**src/hw/fmsp_pkg.sv**
```systemverilog
// Constants and types shared by the four-mode serial port
package fmsp_pkg;
  // Special function register addresses
  localparam logic [7:0] CTRL_ADDR = 8'h98;
  localparam logic [7:0] BUF_ADDR  = 8'h99;
  localparam logic [7:0] PWR_ADDR  = 8'h87;
  // serial_control_reg field positions
  localparam int RX_DONE_POS  = 0;
  localparam int TX_DONE_POS  = 1;
  localparam int RX_NINTH_POS = 2;
  localparam int TX_NINTH_POS = 3;
  localparam int REN_POS      = 4;
  localparam int MP_EN_POS    = 5;
  localparam int MODE_LO_POS  = 6;
  localparam int MODE_HI_POS  = 7;
  // power_control_reg field positions
  localparam int RATE_SEL_POS = 7;
  localparam int VIEW_SEL_POS = 6;
  // Reset values
  localparam logic [7:0] CTRL_RST = 8'h00;
  localparam logic [1:0] PWR_RST  = 2'h0;
  // Mode encodings of {mode_sel_hi, mode_sel_lo}
  localparam logic [1:0] MODE_SHIFT = 2'h0;
  localparam logic [1:0] MODE_8VAR  = 2'h1;
  localparam logic [1:0] MODE_9FIX  = 2'h2;
  localparam logic [1:0] MODE_9VAR  = 2'h3;
  // Timing and framing counts
  localparam int M0_DIV   = 6;
  localparam int OVS_RATE = 16;
  localparam logic [3:0] M0_BITS = 4'h8;
  localparam logic [3:0] FRAME_8 = 4'ha;
  localparam logic [3:0] FRAME_9 = 4'hb;
  localparam logic [3:0] RX_LAST_8 = 4'h8;
  localparam logic [3:0] RX_LAST_9 = 4'h9;
  localparam logic [3:0] M0_LAST  = 4'h7;
  typedef enum logic [1:0] {TX_IDLE, TX_SHIFT0, TX_ASYNC} fmsp_tx_st_t;
  typedef enum logic [1:0] {RX_IDLE, RX_SHIFT0, RX_START, RX_DATA} fmsp_rx_st_t;
endpackage : fmsp_pkg

```
**src/hw/fmsp_buf2.sv**
```systemverilog
// Two-entry buffer with valid/ready on both sides
`timescale 1ns/1ps
module fmsp_buf2 #(
  parameter int WIDTH = 8
) (
  input  wire logic             sys_clk_i,
  input  wire logic             srst_i,
  input  wire logic             in_valid_i,
  output logic                  in_ready_o,
  input  wire logic [WIDTH-1:0] in_data_i,
  output logic                  out_valid_o,
  input  wire logic             out_ready_i,
  output logic      [WIDTH-1:0] out_data_o
);
  logic [WIDTH-1:0] mem_reg [2];
  logic             wptr_reg;
  logic             rptr_reg;
  logic [1:0]       cnt_reg;
  logic [1:0]       cnt_next;
  logic             ready_reg;
  logic             push;
  logic             pop;

  generate if (WIDTH < 1) begin : g_bad
    $error("fmsp_buf2: WIDTH must be positive");
  end endgenerate

  assign push        = in_valid_i && ready_reg;
  assign pop         = out_ready_i && (cnt_reg != 2'h0);
  assign cnt_next    = cnt_reg + {1'b0, push} - {1'b0, pop};
  // Ready comes straight from a flop so it can leave the block unchanged
  assign in_ready_o  = ready_reg;
  assign out_valid_o = cnt_reg != 2'h0;
  assign out_data_o  = mem_reg[rptr_reg];

  always_ff @(posedge sys_clk_i) begin
    if (srst_i) begin
      wptr_reg <= 1'b0;
      rptr_reg <= 1'b0;
      cnt_reg  <= 2'h0;
      ready_reg <= 1'b1;
    end else begin
      wptr_reg <= wptr_reg ^ push;
      rptr_reg <= rptr_reg ^ pop;
      cnt_reg  <= cnt_next;
      ready_reg <= cnt_next != 2'h2;
    end
  end

  always_ff @(posedge sys_clk_i) begin
    if (push) begin
      mem_reg[wptr_reg] <= in_data_i;
    end
  end
endmodule : fmsp_buf2

```
**src/hw/fmsp_serial_port.sv**
```systemverilog
// Four-mode serial port: shift register mode and three asynchronous modes
// How it works
// - Transmit and receive machines are separate and run at the same time in modes 1 to 3.
// - A new reception may start before the old byte is read; it overwrites.
// - Buffer writes feed the transmitter; buffer reads return a separate receive register.
// - Mode 0 moves 8 bits LSB first on the data pin, clock on transmit pin.
// - Mode 0 shift clock is one sixth of the CPU clock.
// - Mode 1 frame: low start bit, 8 data bits LSB first, high stop.
// - Mode 1 reception stores the stop bit in the received ninth bit.
// - Modes 1 and 3 take their bit rate from timer 1 overflow pulses.
// - Modes 2 and 3 frame: start, 8 data bits, ninth bit, stop.
// - Nine-bit transmit sends the transmit ninth bit field as ninth bit.
// - Nine-bit receive stores the ninth bit, not the stop bit.
// - Mode 2 rate is CPU clock over 16 or 32 by rate select.
// - A write to the serial buffer starts a transmission unless the two-entry queue is full, which drops it.
// - Mode 0 reception starts when receive-done is clear, receive enable set and the transmitter idle with nothing queued.
// - Other modes start receiving on a start bit when receive enable set.
// - Control bit 7 shows upper mode bit or framing error per view select.
// - Framing error sets on a missing stop bit and stays until software clears.
// - Control register layout: flags in bits 1:0, fields above, resets to zero.
// - Mode bits 00 shift, 01 8-bit variable, 10 9-bit fixed, 11 9-bit variable.
// - Multiprocessor enable suppresses receive-done on ninth bit 0 in nine-bit modes, or on bad stop in mode 1.
`timescale 1ns/1ps
module fmsp_serial_port #(
  parameter int M0_DIV = fmsp_pkg::M0_DIV,
  parameter int OVS    = fmsp_pkg::OVS_RATE
) (
  input  wire logic       sys_clk_i,
  input  wire logic       srst_i,
  input  wire logic [7:0] sfr_addr_i,
  input  wire logic       sfr_wr_i,
  input  wire logic       sfr_rd_i,
  input  wire logic [7:0] sfr_wdata_i,
  output logic      [7:0] sfr_rdata_o,
  input  wire logic       t1_ovf_i,
  input  wire logic       rxd_i,
  output logic            rxd_o,
  output logic            rxd_oe_o,
  output logic            txd_o,
  output logic            tx_ready_o
);
  generate if (M0_DIV < 4 || M0_DIV > 8 || OVS < 4 || OVS > 16) begin : g_bad
    $error("fmsp_serial_port: divider parameters out of range");
  end endgenerate

  // Register fields
  logic mode_hi_reg, mode_lo_reg, mp_en_reg, ren_reg, tx_ninth_reg, rx_ninth_reg;
  logic tx_done_reg, rx_done_reg, ferr_reg;
  logic rate_sel_reg, view_sel_reg;
  logic [7:0] rx_hold_reg;
  logic [7:0] rdata_reg;
  logic [7:0] ctrl_view;
  logic [1:0] mode;
  logic       nine;
  logic       ctrl_wr, buf_wr, pwr_wr;
  // Pin side
  logic       rxd_meta_reg, rxd_s_reg, rxd_prev_reg;
  logic       txd_reg, rxd_out_reg, rxd_oe_reg;
  // Rate generation
  logic       base_pulse, half_reg, tick16;
  logic [2:0] m0_ph_reg;
  logic       m0_last, m0_sample;
  // Transmit path
  fmsp_pkg::fmsp_tx_st_t tx_st_reg;
  logic [10:0] tx_sh_reg;
  logic [3:0]  tx_cnt_reg, tx_ph_reg;
  logic        tx_load, tx_fin, tx_bit_end;
  logic        fifo_valid, fifo_ready;
  logic [7:0]  fifo_data;
  // Receive path
  fmsp_pkg::fmsp_rx_st_t rx_st_reg;
  logic [9:0]  rx_sh_reg, rx_nv;
  logic [3:0]  rx_cnt_reg, rx_ph_reg;
  logic        rx_mid, rx_m0_go, rx_async_go;
  logic        rx_async_fin, rx_m0_fin, rx_stop, rx_suppress, rx_accept;
  logic [7:0]  rx_data;

  assign mode    = {mode_hi_reg, mode_lo_reg};
  assign nine    = mode_hi_reg;
  assign ctrl_wr = sfr_wr_i && sfr_addr_i == fmsp_pkg::CTRL_ADDR;
  assign buf_wr  = sfr_wr_i && sfr_addr_i == fmsp_pkg::BUF_ADDR;
  assign pwr_wr  = sfr_wr_i && sfr_addr_i == fmsp_pkg::PWR_ADDR;

  // Receive pin passes two flops before any logic reads it
  always_ff @(posedge sys_clk_i) begin
    if (srst_i) begin
      rxd_meta_reg <= 1'b1;
      rxd_s_reg    <= 1'b1;
      rxd_prev_reg <= 1'b1;
    end else begin
      rxd_meta_reg <= rxd_i;
      rxd_s_reg    <= rxd_meta_reg;
      rxd_prev_reg <= rxd_s_reg;
    end
  end

  // 16x tick: timer 1 overflow in modes 1 and 3, CPU clock in mode 2
  assign base_pulse = (mode == fmsp_pkg::MODE_9FIX) ? 1'b1 : t1_ovf_i;
  assign tick16     = base_pulse && (rate_sel_reg || half_reg);

  always_ff @(posedge sys_clk_i) begin
    if (srst_i) begin
      half_reg <= 1'b0;
    end else if (base_pulse) begin
      half_reg <= !half_reg;
    end
  end

  // Mode 0 bit timer, shared since mode 0 transmit and receive use the same pins
  assign m0_last   = m0_ph_reg == 3'(M0_DIV - 1);
  assign m0_sample = m0_ph_reg == 3'(M0_DIV / 2);

  always_ff @(posedge sys_clk_i) begin
    if (srst_i || (tx_st_reg != fmsp_pkg::TX_SHIFT0 && rx_st_reg != fmsp_pkg::RX_SHIFT0)) begin
      m0_ph_reg <= 3'h0;
    end else begin
      m0_ph_reg <= m0_last ? 3'h0 : m0_ph_reg + 3'h1;
    end
  end

  // every buffer write is queued for transmission; a full queue drops it
  fmsp_buf2 #(
    .WIDTH (8)
  ) u_tx_buf (
    .sys_clk_i   (sys_clk_i),
    .srst_i      (srst_i),
    .in_valid_i  (buf_wr),
    .in_ready_o  (tx_ready_o),
    .in_data_i   (sfr_wdata_i),
    .out_valid_o (fifo_valid),
    .out_ready_i (fifo_ready),
    .out_data_o  (fifo_data)
  );

  // Mode 0 transmit waits while a mode 0 reception owns the pins
  assign tx_load    = fifo_valid && tx_st_reg == fmsp_pkg::TX_IDLE && rx_st_reg != fmsp_pkg::RX_SHIFT0;
  assign fifo_ready = tx_load;
  assign tx_bit_end = (tx_st_reg == fmsp_pkg::TX_SHIFT0 && m0_last) ||
                      (tx_st_reg == fmsp_pkg::TX_ASYNC && tick16 && tx_ph_reg == 4'(OVS - 1));
  assign tx_fin     = tx_bit_end && tx_cnt_reg == 4'h1;

  always_ff @(posedge sys_clk_i) begin
    if (srst_i) begin
      tx_st_reg  <= fmsp_pkg::TX_IDLE;
      tx_sh_reg  <= 11'h7ff;
      tx_cnt_reg <= 4'h0;
      tx_ph_reg  <= 4'h0;
    end else begin
      unique case (tx_st_reg)
        fmsp_pkg::TX_IDLE: begin
          tx_ph_reg <= 4'h0;
          if (tx_load && mode == fmsp_pkg::MODE_SHIFT) begin
            tx_st_reg  <= fmsp_pkg::TX_SHIFT0;
            tx_sh_reg  <= {3'h7, fifo_data};
            tx_cnt_reg <= fmsp_pkg::M0_BITS;
          end else if (tx_load) begin
            // start low, data, ninth bit or stop, stop high
            tx_st_reg  <= fmsp_pkg::TX_ASYNC;
            tx_sh_reg  <= {1'b1, nine ? tx_ninth_reg : 1'b1, fifo_data, 1'b0};
            tx_cnt_reg <= nine ? fmsp_pkg::FRAME_9 : fmsp_pkg::FRAME_8;
          end
        end
        fmsp_pkg::TX_SHIFT0, fmsp_pkg::TX_ASYNC: begin
          if (tx_st_reg == fmsp_pkg::TX_ASYNC && tick16) begin
            tx_ph_reg <= (tx_ph_reg == 4'(OVS - 1)) ? 4'h0 : tx_ph_reg + 4'h1;
          end
          if (tx_bit_end) begin
            tx_sh_reg  <= {1'b1, tx_sh_reg[10:1]};
            tx_cnt_reg <= tx_cnt_reg - 4'h1;
            if (tx_fin) begin
              tx_st_reg <= fmsp_pkg::TX_IDLE;
            end
          end
        end
        default: tx_st_reg <= fmsp_pkg::TX_IDLE;
      endcase
    end
  end

  // Receive decode
  assign rx_nv        = {rxd_s_reg, rx_sh_reg[9:1]};
  assign rx_mid       = tick16 && rx_ph_reg == 4'(OVS / 2 - 1);
  assign rx_stop      = rxd_s_reg;
  assign rx_m0_go     = mode == fmsp_pkg::MODE_SHIFT && ren_reg && !rx_done_reg &&
                        tx_st_reg == fmsp_pkg::TX_IDLE && !tx_load;
  // falling edge of the line starts an asynchronous reception
  assign rx_async_go  = mode != fmsp_pkg::MODE_SHIFT && ren_reg && rxd_prev_reg && !rxd_s_reg;
  assign rx_async_fin = rx_st_reg == fmsp_pkg::RX_DATA && rx_mid &&
                        rx_cnt_reg == (nine ? fmsp_pkg::RX_LAST_9 : fmsp_pkg::RX_LAST_8);
  assign rx_m0_fin    = rx_st_reg == fmsp_pkg::RX_SHIFT0 && m0_sample && rx_cnt_reg == fmsp_pkg::M0_LAST;
  assign rx_suppress  = mp_en_reg && (nine ? !rx_nv[8] : !rx_stop);
  assign rx_accept    = rx_m0_fin || (rx_async_fin && !rx_suppress);
  assign rx_data      = rx_m0_fin ? rx_nv[9:2] : (nine ? rx_nv[7:0] : rx_nv[8:1]);

  always_ff @(posedge sys_clk_i) begin
    if (srst_i) begin
      rx_st_reg  <= fmsp_pkg::RX_IDLE;
      rx_sh_reg  <= 10'h000;
      rx_cnt_reg <= 4'h0;
      rx_ph_reg  <= 4'h0;
    end else begin
      if (tick16) begin
        rx_ph_reg <= (rx_ph_reg == 4'(OVS - 1)) ? 4'h0 : rx_ph_reg + 4'h1;
      end
      unique case (rx_st_reg)
        fmsp_pkg::RX_IDLE: begin
          rx_cnt_reg <= 4'h0;
          rx_ph_reg  <= 4'h0;
          if (rx_m0_go) begin
            rx_st_reg <= fmsp_pkg::RX_SHIFT0;
          end else if (rx_async_go) begin
            rx_st_reg <= fmsp_pkg::RX_START;
          end
        end
        fmsp_pkg::RX_SHIFT0: begin
          if (m0_sample) begin
            rx_sh_reg  <= rx_nv;
            rx_cnt_reg <= rx_cnt_reg + 4'h1;
            if (rx_m0_fin) begin
              rx_st_reg <= fmsp_pkg::RX_IDLE;
            end
          end
        end
        fmsp_pkg::RX_START: begin
          // A start bit that is high again at mid-bit was a glitch
          if (rx_mid) begin
            rx_st_reg <= rxd_s_reg ? fmsp_pkg::RX_IDLE : fmsp_pkg::RX_DATA;
          end
        end
        fmsp_pkg::RX_DATA: begin
          if (rx_mid) begin
            rx_sh_reg  <= rx_nv;
            rx_cnt_reg <= rx_cnt_reg + 4'h1;
            if (rx_async_fin) begin
              rx_st_reg <= fmsp_pkg::RX_IDLE;
            end
          end
        end
      endcase
    end
  end

  // receive holding register, overwritten by each accepted character
  always_ff @(posedge sys_clk_i) begin
    if (srst_i) begin
      rx_hold_reg <= 8'h00;
    end else if (rx_accept) begin
      rx_hold_reg <= rx_data;
    end
  end

  // control fields; hardware sets win over a software write
  always_ff @(posedge sys_clk_i) begin
    if (srst_i) begin
      {mode_hi_reg, mode_lo_reg, mp_en_reg, ren_reg, tx_ninth_reg, rx_ninth_reg, tx_done_reg,
       rx_done_reg} <= fmsp_pkg::CTRL_RST;
      ferr_reg <= 1'b0;
    end else begin
      if (ctrl_wr) begin
        mode_lo_reg  <= sfr_wdata_i[fmsp_pkg::MODE_LO_POS];
        mp_en_reg    <= sfr_wdata_i[fmsp_pkg::MP_EN_POS];
        ren_reg      <= sfr_wdata_i[fmsp_pkg::REN_POS];
        tx_ninth_reg <= sfr_wdata_i[fmsp_pkg::TX_NINTH_POS];
        // bit 7 writes whichever field is in view
        if (!view_sel_reg) begin
          mode_hi_reg <= sfr_wdata_i[fmsp_pkg::MODE_HI_POS];
        end
      end
      // ninth bit in nine-bit modes, stop bit in mode 1
      if (rx_async_fin && !rx_suppress) begin
        rx_ninth_reg <= nine ? rx_nv[8] : rx_stop;
      end else if (ctrl_wr) begin
        rx_ninth_reg <= sfr_wdata_i[fmsp_pkg::RX_NINTH_POS];
      end
      ferr_reg <= (rx_async_fin && !rx_stop) ||
                  ((ctrl_wr && view_sel_reg) ? sfr_wdata_i[fmsp_pkg::MODE_HI_POS] : ferr_reg);
      tx_done_reg <= tx_fin || (ctrl_wr ? sfr_wdata_i[fmsp_pkg::TX_DONE_POS] : tx_done_reg);
      rx_done_reg <= rx_accept || (ctrl_wr ? sfr_wdata_i[fmsp_pkg::RX_DONE_POS] : rx_done_reg);
    end
  end

  always_ff @(posedge sys_clk_i) begin
    if (srst_i) begin
      {rate_sel_reg, view_sel_reg} <= fmsp_pkg::PWR_RST;
    end else if (pwr_wr) begin
      rate_sel_reg <= sfr_wdata_i[fmsp_pkg::RATE_SEL_POS];
      view_sel_reg <= sfr_wdata_i[fmsp_pkg::VIEW_SEL_POS];
    end
  end

  assign ctrl_view = {view_sel_reg ? ferr_reg : mode_hi_reg, mode_lo_reg, mp_en_reg, ren_reg,
                      tx_ninth_reg, rx_ninth_reg, tx_done_reg, rx_done_reg};

  // read data, held between reads; unmapped addresses read zero
  always_ff @(posedge sys_clk_i) begin
    if (srst_i) begin
      rdata_reg <= 8'h00;
    end else if (sfr_rd_i) begin
      unique case (sfr_addr_i)
        fmsp_pkg::CTRL_ADDR: rdata_reg <= ctrl_view;
        fmsp_pkg::BUF_ADDR:  rdata_reg <= rx_hold_reg;
        fmsp_pkg::PWR_ADDR:  rdata_reg <= {rate_sel_reg, view_sel_reg, 6'h00};
        default:             rdata_reg <= 8'h00;
      endcase
    end
  end
  assign sfr_rdata_o = rdata_reg;

  // pins: mode 0 clock idles high, low for the first half of each bit
  always_ff @(posedge sys_clk_i) begin
    if (srst_i) begin
      txd_reg     <= 1'b1;
      rxd_out_reg <= 1'b1;
      rxd_oe_reg  <= 1'b0;
    end else begin
      if (tx_st_reg == fmsp_pkg::TX_SHIFT0 || rx_st_reg == fmsp_pkg::RX_SHIFT0) begin
        txd_reg <= m0_ph_reg >= 3'(M0_DIV / 2);
      end else begin
        txd_reg <= (tx_st_reg == fmsp_pkg::TX_ASYNC) ? tx_sh_reg[0] : 1'b1;
      end
      rxd_out_reg <= tx_sh_reg[0];
      rxd_oe_reg  <= tx_st_reg == fmsp_pkg::TX_SHIFT0;
    end
  end
  assign txd_o    = txd_reg;
  assign rxd_o    = rxd_out_reg;
  assign rxd_oe_o = rxd_oe_reg;
endmodule : fmsp_serial_port

```
**config.mk**
```make
export PLATFORM = sky130hd
export DESIGN_NAME = fmsp_serial_port
export DESIGN_NICKNAME = d
export VERILOG_FILES = /design/src/hw/fmsp_pkg.sv /design/src/hw/fmsp_buf2.sv /design/src/hw/fmsp_serial_port.sv
export SDC_FILE = /design/constraint.sdc
export NUM_CORES = 1
export LEC_CHECK = 0
export CAP_MARGIN = 40
export CORE_MARGIN = 4
export CORE_UTILIZATION = 35
export DETAILED_ROUTE_END_ITERATION = 16
export DONT_BUFFER_PORTS = 1
export PLACE_DENSITY = 0.57
export SYNTH_ARGS = -nofsm -noshare
export SYNTH_HDL_FRONTEND = slang
export SYNTH_SLANG_ARGS = --single-unit
export TNS_END_PERCENT = 20
```
**constraint.sdc**
```tcl
create_clock -name sys_clk_i -period 4.3 [get_ports sys_clk_i]
set_input_delay 0.43 -clock sys_clk_i [delete_from_list [all_inputs] [get_ports sys_clk_i]]
set_output_delay 0.43 -clock sys_clk_i [all_outputs]
set_load 0.01 [all_outputs]
```
After elaboration in Yosys (flattened, before gate mapping). Memory sizes are Yosys's and may differ from the RTL's. A register that Yosys moved wholly into a read port is not among the register bits. Cells that the tools add are included.

Register bits after elaboration: 83. RAM bits: 16. Input port bits: 22. Output and inout bits: 12. Word-level logic and storage cells: 190. Memories kept: 1.

$add $sub $neg: 7. $lt $le $gt $ge: 1. Equal/unequal tests: 30. Multiplexer cells: 52. Bitwise operators: 3. Reductions and logical operators: 63.

Memory list: u_tx_buf.mem_reg (depth 2, width 8, read ports 1, clocked after memory_dff 1, write ports 1, line fmsp_buf2.sv:15) `logic [WIDTH-1:0] mem_reg [2];`.

Operator list (count): $mux 11 (3); $mux 4 (8); $logic_and 1x1->1 (30); $eq 8x8->1 const B (3); $mux 2 (12); $pmux 8 s3 (1); $pmux 11 s2 (1); $mux 10 (2); $pmux 10 s2 (1); $ne 2x2->1 const B (9); $mux 1 (17); $mux 8 (2); $pmux 4 s2 (2); $add 4x1->4 const B (3); $pmux 4 s3 (1); $reduce_and 3->1 (4); $reduce_bool 2->1 (5); $eq 2x2->1 const B (4); $eq 4x3->1 const B (2); $eq 4x4->1 const B (2); $logic_or 1x1->1 (8); $pmux 2 s4 (1); $logic_not 1->1 (6); $logic_not 2->1 (3); other kinds (20) (26).

Logic depth before layout (Yosys ltp).
Depth after elaboration: 10. Depth in mapped cells: 10. Gate-level depth less buffers: 9.

Modules after synthesis. From an unflattened synthesis, not the netlist that was laid out.

Cell total of the unflattened synthesis: 471. Area total of the unflattened synthesis: 4623.2 um^2.

Modules (own cells, without submodules): fmsp_serial_port (instances 1, cells each 423, area an instance 3813.7 um^2, seq. area each 1521.5 um^2); fmsp_buf2 (instances 1, cells each 48, area an instance 809.5 um^2, seq. area each 580.6 um^2).

Worst setup path before layout. Ideal clock, no wire load.

Kind: reg-to-reg. Start point: register tx_st_reg[0]. End point: register u_tx_buf.ready_reg (netlist: u_tx_buf.in_ready_o). Library setup time: 127 ps. Arrival time: 1932 ps. Required time: 4173 ps. Slack: 2241 ps. Stages on the path, launching flop included: 10. Path buffers: 0. Clock period less this slack: 2059 ps. Cells stage by stage: dfxtp_1 > inv_1 > ha_1 > nor3b_1 > ha_1 > inv_1 > ha_1 > xor2_1 > xnor2_1 > or3_1.

Cells in the longest elaborated chain, start to end: 6.

Ends and longest elaborated chain: start, declared (line fmsp_serial_port.sv:64) `fmsp_pkg::fmsp_tx_st_t tx_st_reg;`; start signal, assigned (line fmsp_serial_port.sv:144) `tx_st_reg <= fmsp_pkg::TX_IDLE;`; start signal, assigned (line fmsp_serial_port.sv:153) `tx_st_reg <= fmsp_pkg::TX_SHIFT0;`; start signal, assigned (line fmsp_serial_port.sv:158) `tx_st_reg <= fmsp_pkg::TX_ASYNC;`; $logic_not 2->1 (line fmsp_serial_port.sv:136) `assign tx_load = fifo_valid && tx_st_reg == fmsp_pkg::TX_IDLE && rx_st_reg != fmsp_pkg::RX_SHIFT0;`; $logic_and 1x1->1 (2 in a row) (line fmsp_serial_port.sv:136); $logic_and 1x1->1 (line fmsp_buf2.sv:29) `assign pop = out_ready_i && (cnt_reg != 2'h0);`; $sub 2x1->2 (line fmsp_buf2.sv:30) `assign cnt_next = cnt_reg + {1'b0, push} - {1'b0, pop};`; $ne 2x2->1 (line fmsp_buf2.sv:46) `ready_reg <= cnt_next != 2'h2;`; end signal, assigned (line fmsp_buf2.sv:41) `ready_reg <= 1'b1;`; end signal, assigned (line fmsp_buf2.sv:46); end, declared (line fmsp_buf2.sv:20) `logic ready_reg;`.

No other way between the ends. A chain may end at the register's enable or synchronous reset.

Worst setup path after layout.
Start point: register rx_st_reg[0]. End point: register u_tx_buf.ready_reg (netlist: u_tx_buf.in_ready_o).

Cells in the longest elaborated chain, start to end: 5.

Ends and longest elaborated chain: start, declared (line fmsp_serial_port.sv:71) `fmsp_pkg::fmsp_rx_st_t rx_st_reg;`; start signal, assigned (line fmsp_serial_port.sv:197) `rx_st_reg <= fmsp_pkg::RX_IDLE;`; start signal, assigned (line fmsp_serial_port.sv:210) `rx_st_reg <= fmsp_pkg::RX_SHIFT0;`; start signal, assigned (line fmsp_serial_port.sv:212) `rx_st_reg <= fmsp_pkg::RX_START;`; $ne 2x1->1 (line fmsp_serial_port.sv:136); $logic_and 1x1->1 (line fmsp_serial_port.sv:136); $logic_and 1x1->1 (line fmsp_buf2.sv:29); $sub 2x1->2 (line fmsp_buf2.sv:30); $ne 2x2->1 (line fmsp_buf2.sv:46).

No other way between the ends.

==> results.json <==
{
  "die_x_um": 124.6,
  "worst-setup-path-type": "reg -> reg",
  "clock-root-buffer": "clkbuf_16",
  "ys.flop_type": "dfxtp_1",
  "slowest_delay_ns": 0.60,
  "fmax_mhz": 378.4,
  "num_io_pins": 34,
  "core_mm2": 0.01330,
  "drt_pre_antenna_iters": 4,
  "worstHoldPathType": "in -> reg",
  "finalCritPeriodShare_pct": 61.45,
  "globalRoute.totalOverflow": 0,
  "drv_slew": 0,
  "leakage_nw": 1.833,
  "synthCells": 502,
  "synth_area_mm2": 0.004762,
  "clock_latency_ns": 0.35,
  "min_period_ns": 2.642,
  "wl_per_cell_um": 15.95,
  "grt_setup_unrepaired": "no",
  "ys_types": 63,
  "synth_warnings": 0,
  "detail-route-antenna-nets": 0,
  "critical-path-slowest-cell": "dfxtp_1",
  "cp.arrival_ns": 2.87,
  "ys_ff_latch": 97,
  "required_ns": 4.53,
  "die_area_mm2": 0.01554,
  "synth_nets": 540,
  "setup_viol": 0,
  "layout.nets": 527,
  "n_antenna_cell": 0,
  "clock_path_buffers": 2,
  "worst-slew-pin-transition_ns": 0.8377,
  "port_buffers": 0,
  "area_growth_pct": 8.828,
  "post_cts_buffers": 0,
  "final_cell_mix": "81 x dfxtp_1, 63 x nor2_1, 35 x a21oi_1",
  "post-dp-hpwl_um": 7687,
  "grt_pass1_vias": 3621,
  "largest_register_ffs": 16,
  "final_layout_size_suffix_gt1_share_pct": 10.53,
  "clk_pin_slew_ns": 0.07,
  "grt_pass1_wl_um": 18460,
  "yosysTopAreaCellShare_pct": 34.05,
  "cp_max_fo": 15,
  "fin_util_pct": 38.98,
  "endpoint_kind": "flop",
  "routed-via-count": 3675,
  "synth.area.top_cells": "dfxtp_1 34%, edfxtp_1 10%, mux2i_1 7.1%",
  "rows": 42,
  "gp_congestion": 0.8206,
  "hold_violations": 0,
  "antenna_found_initial": 0,
  "clock-sinks": 97,
  "grt_util_all_layers_pct": 14.37,
  "start_util_pct": 35.82,
  "path_cells": "nor2b_1 > nor3b_1 > ha_1 > inv_1 > ha_1 > xor2_1 > xnor2_1 > or3_1",
  "avgViaCountPerCell": 5.485,
  "synth_edf_count": 16,
  "status": "completed",
  "fin_worst_skew_ns": 0.01251,
  "fp.dieH_um": 124.6,
  "relSlewSlack_pct": 44.15,
  "final.setup.tns_ns": 0,
  "cts_hold_buffers": 0,
  "drt_iter0_drc": 222,
  "mostFrequentLayoutCell": "dfxtp_1",
  "maxCapViolations": 0,
  "cpMostUsedCell": "ha_1",
  "cts-htree-levels": 3,
  "syn_avg_cell_area_um2": 9.486,
  "vdd_drop_max_mv": 0.2194,
  "cts_buffers": 9,
  "cp-start-kind": "flop",
  "power_density_mw_per_mm2": 510.9,
  "synth_seq_area_share_pct": 44.14,
  "grt_max_degree": 73,
  "drc": 0,
  "routed_wl_um": 10690,
  "post_cts_resized": 0,
  "yosysTopAreaCell": "dfxtp_1",
  "async_flop_share_pct": 0,
  "cts_tree": "built"
}
[cell families (layout without fill, tap and decap cells)]
logic type,count (synthesis),count (layout),synth area share (%)
buf+inv,45,37,3.994
mux,49,49,10.69
xor+xnor,8,8,1.471
simple gates,176,176,18.76
compound gates,111,111,16.74
fa+ha+maj,16,16,4.204
flops,97,97,44.14
[metrics by stage]
stage | std cells | area [um2] | power [W] | worst slack, ns | hold WS [ns]
6_report | 670 | 5182 | 0.002648 | 1.658 | 0.1718
5_1_grt | 670 | 5182 | 0.002825 | 1.428 | 0.1499
4_1_cts | 669 | 5175 | 0.002662 | 1.624 | 0.1571
3_5_place_dp | 653 | 4890 | 0.001877 | 1.677 | 0.4083
3_3_place_gp | 651 | 4867 | 0.001844 | 1.554 | 0.3973
2_1_floorplan | 502 | 4762 | 0.001731 | 2.241 | 0.3895
[final timing paths]
kind	startpoint	endpoint	slack, ns	cells past startpoint
worst max register to register	rx_st_reg[0]	u_tx_buf.in_ready_o	1.66	8
worst min-delay path	srst_i	half_reg	0.17	1
worst min register to register	rxd_meta_reg	rx_stop	0.42	1
worst max-delay path	rx_st_reg[0]	u_tx_buf.in_ready_o	1.66	8
[where the power goes]
part           leakage, nW  internal [W]  switching (W)
logic                0.896      0.000327       0.000434
registers            0.801       0.00101       0.000103
clock network        0.136      0.000404       0.000372
[cells in the mapped netlist (3+ instances only)]
library cell	count
a211o_1	3
a21oi_1	35
a22oi_1	4
and4_1	3
buf_2	7
buf_4	3
clkbuf_1	16
dfxtp_1	81
edfxtp_1	16
ha_1	16
inv_1	16
mux2_2	15
mux2i_1	34
nand2_1	34
nand2b_1	5
nand3_1	9
nand4_1	9
nor2_1	63
nor2b_1	17
nor3_1	8
nor4bb_1	4
o211ai_1	10
o21ai_0	12
o21ai_1	7
o311ai_0	5
o31a_1	5
or2_2	6
or3_1	4
xnor2_1	4
xor2_1	4
[per-layer routing]
layer | GRT usage, % | vias up | part of all wire [%]
met3 | 4.202 | 12 | 5.3
met5 | 0 | - | 0
met1 | 18.40 | 1794 | 46
met4 | 3.997 | 0 | 1.4
met2 | 23.63 | 76 | 47
li1 | - | 1793 | -
[cell type report]
type / instances / area [um2]
well taps: 176 / 220.2
clock inverters: 7 / 60.06
fillers: 1341 / 8113
repair buffers: 5 / 45.04
inverters: 16 / 60.06
clock buffers: 9 / 225.2
multi-input cells: 360 / 2470
flip-flops and latches: 97 / 2102
[critical path, delay by kind of cell, from the launching register on]
| family | cells | cell delay, ns |
|---|---|---|
| XOR/XNOR | 2 | 0.30 |
| adder cells (fa/ha/maj) | 2 | 0.51 |
| buffers and inverters | 1 | 0.04 |
| flip-flops | 1 | 0.60 |
| AND/OR/NAND/NOR | 3 | 1.08 |
Note: power is estimated with default switching activity, not from simulation.
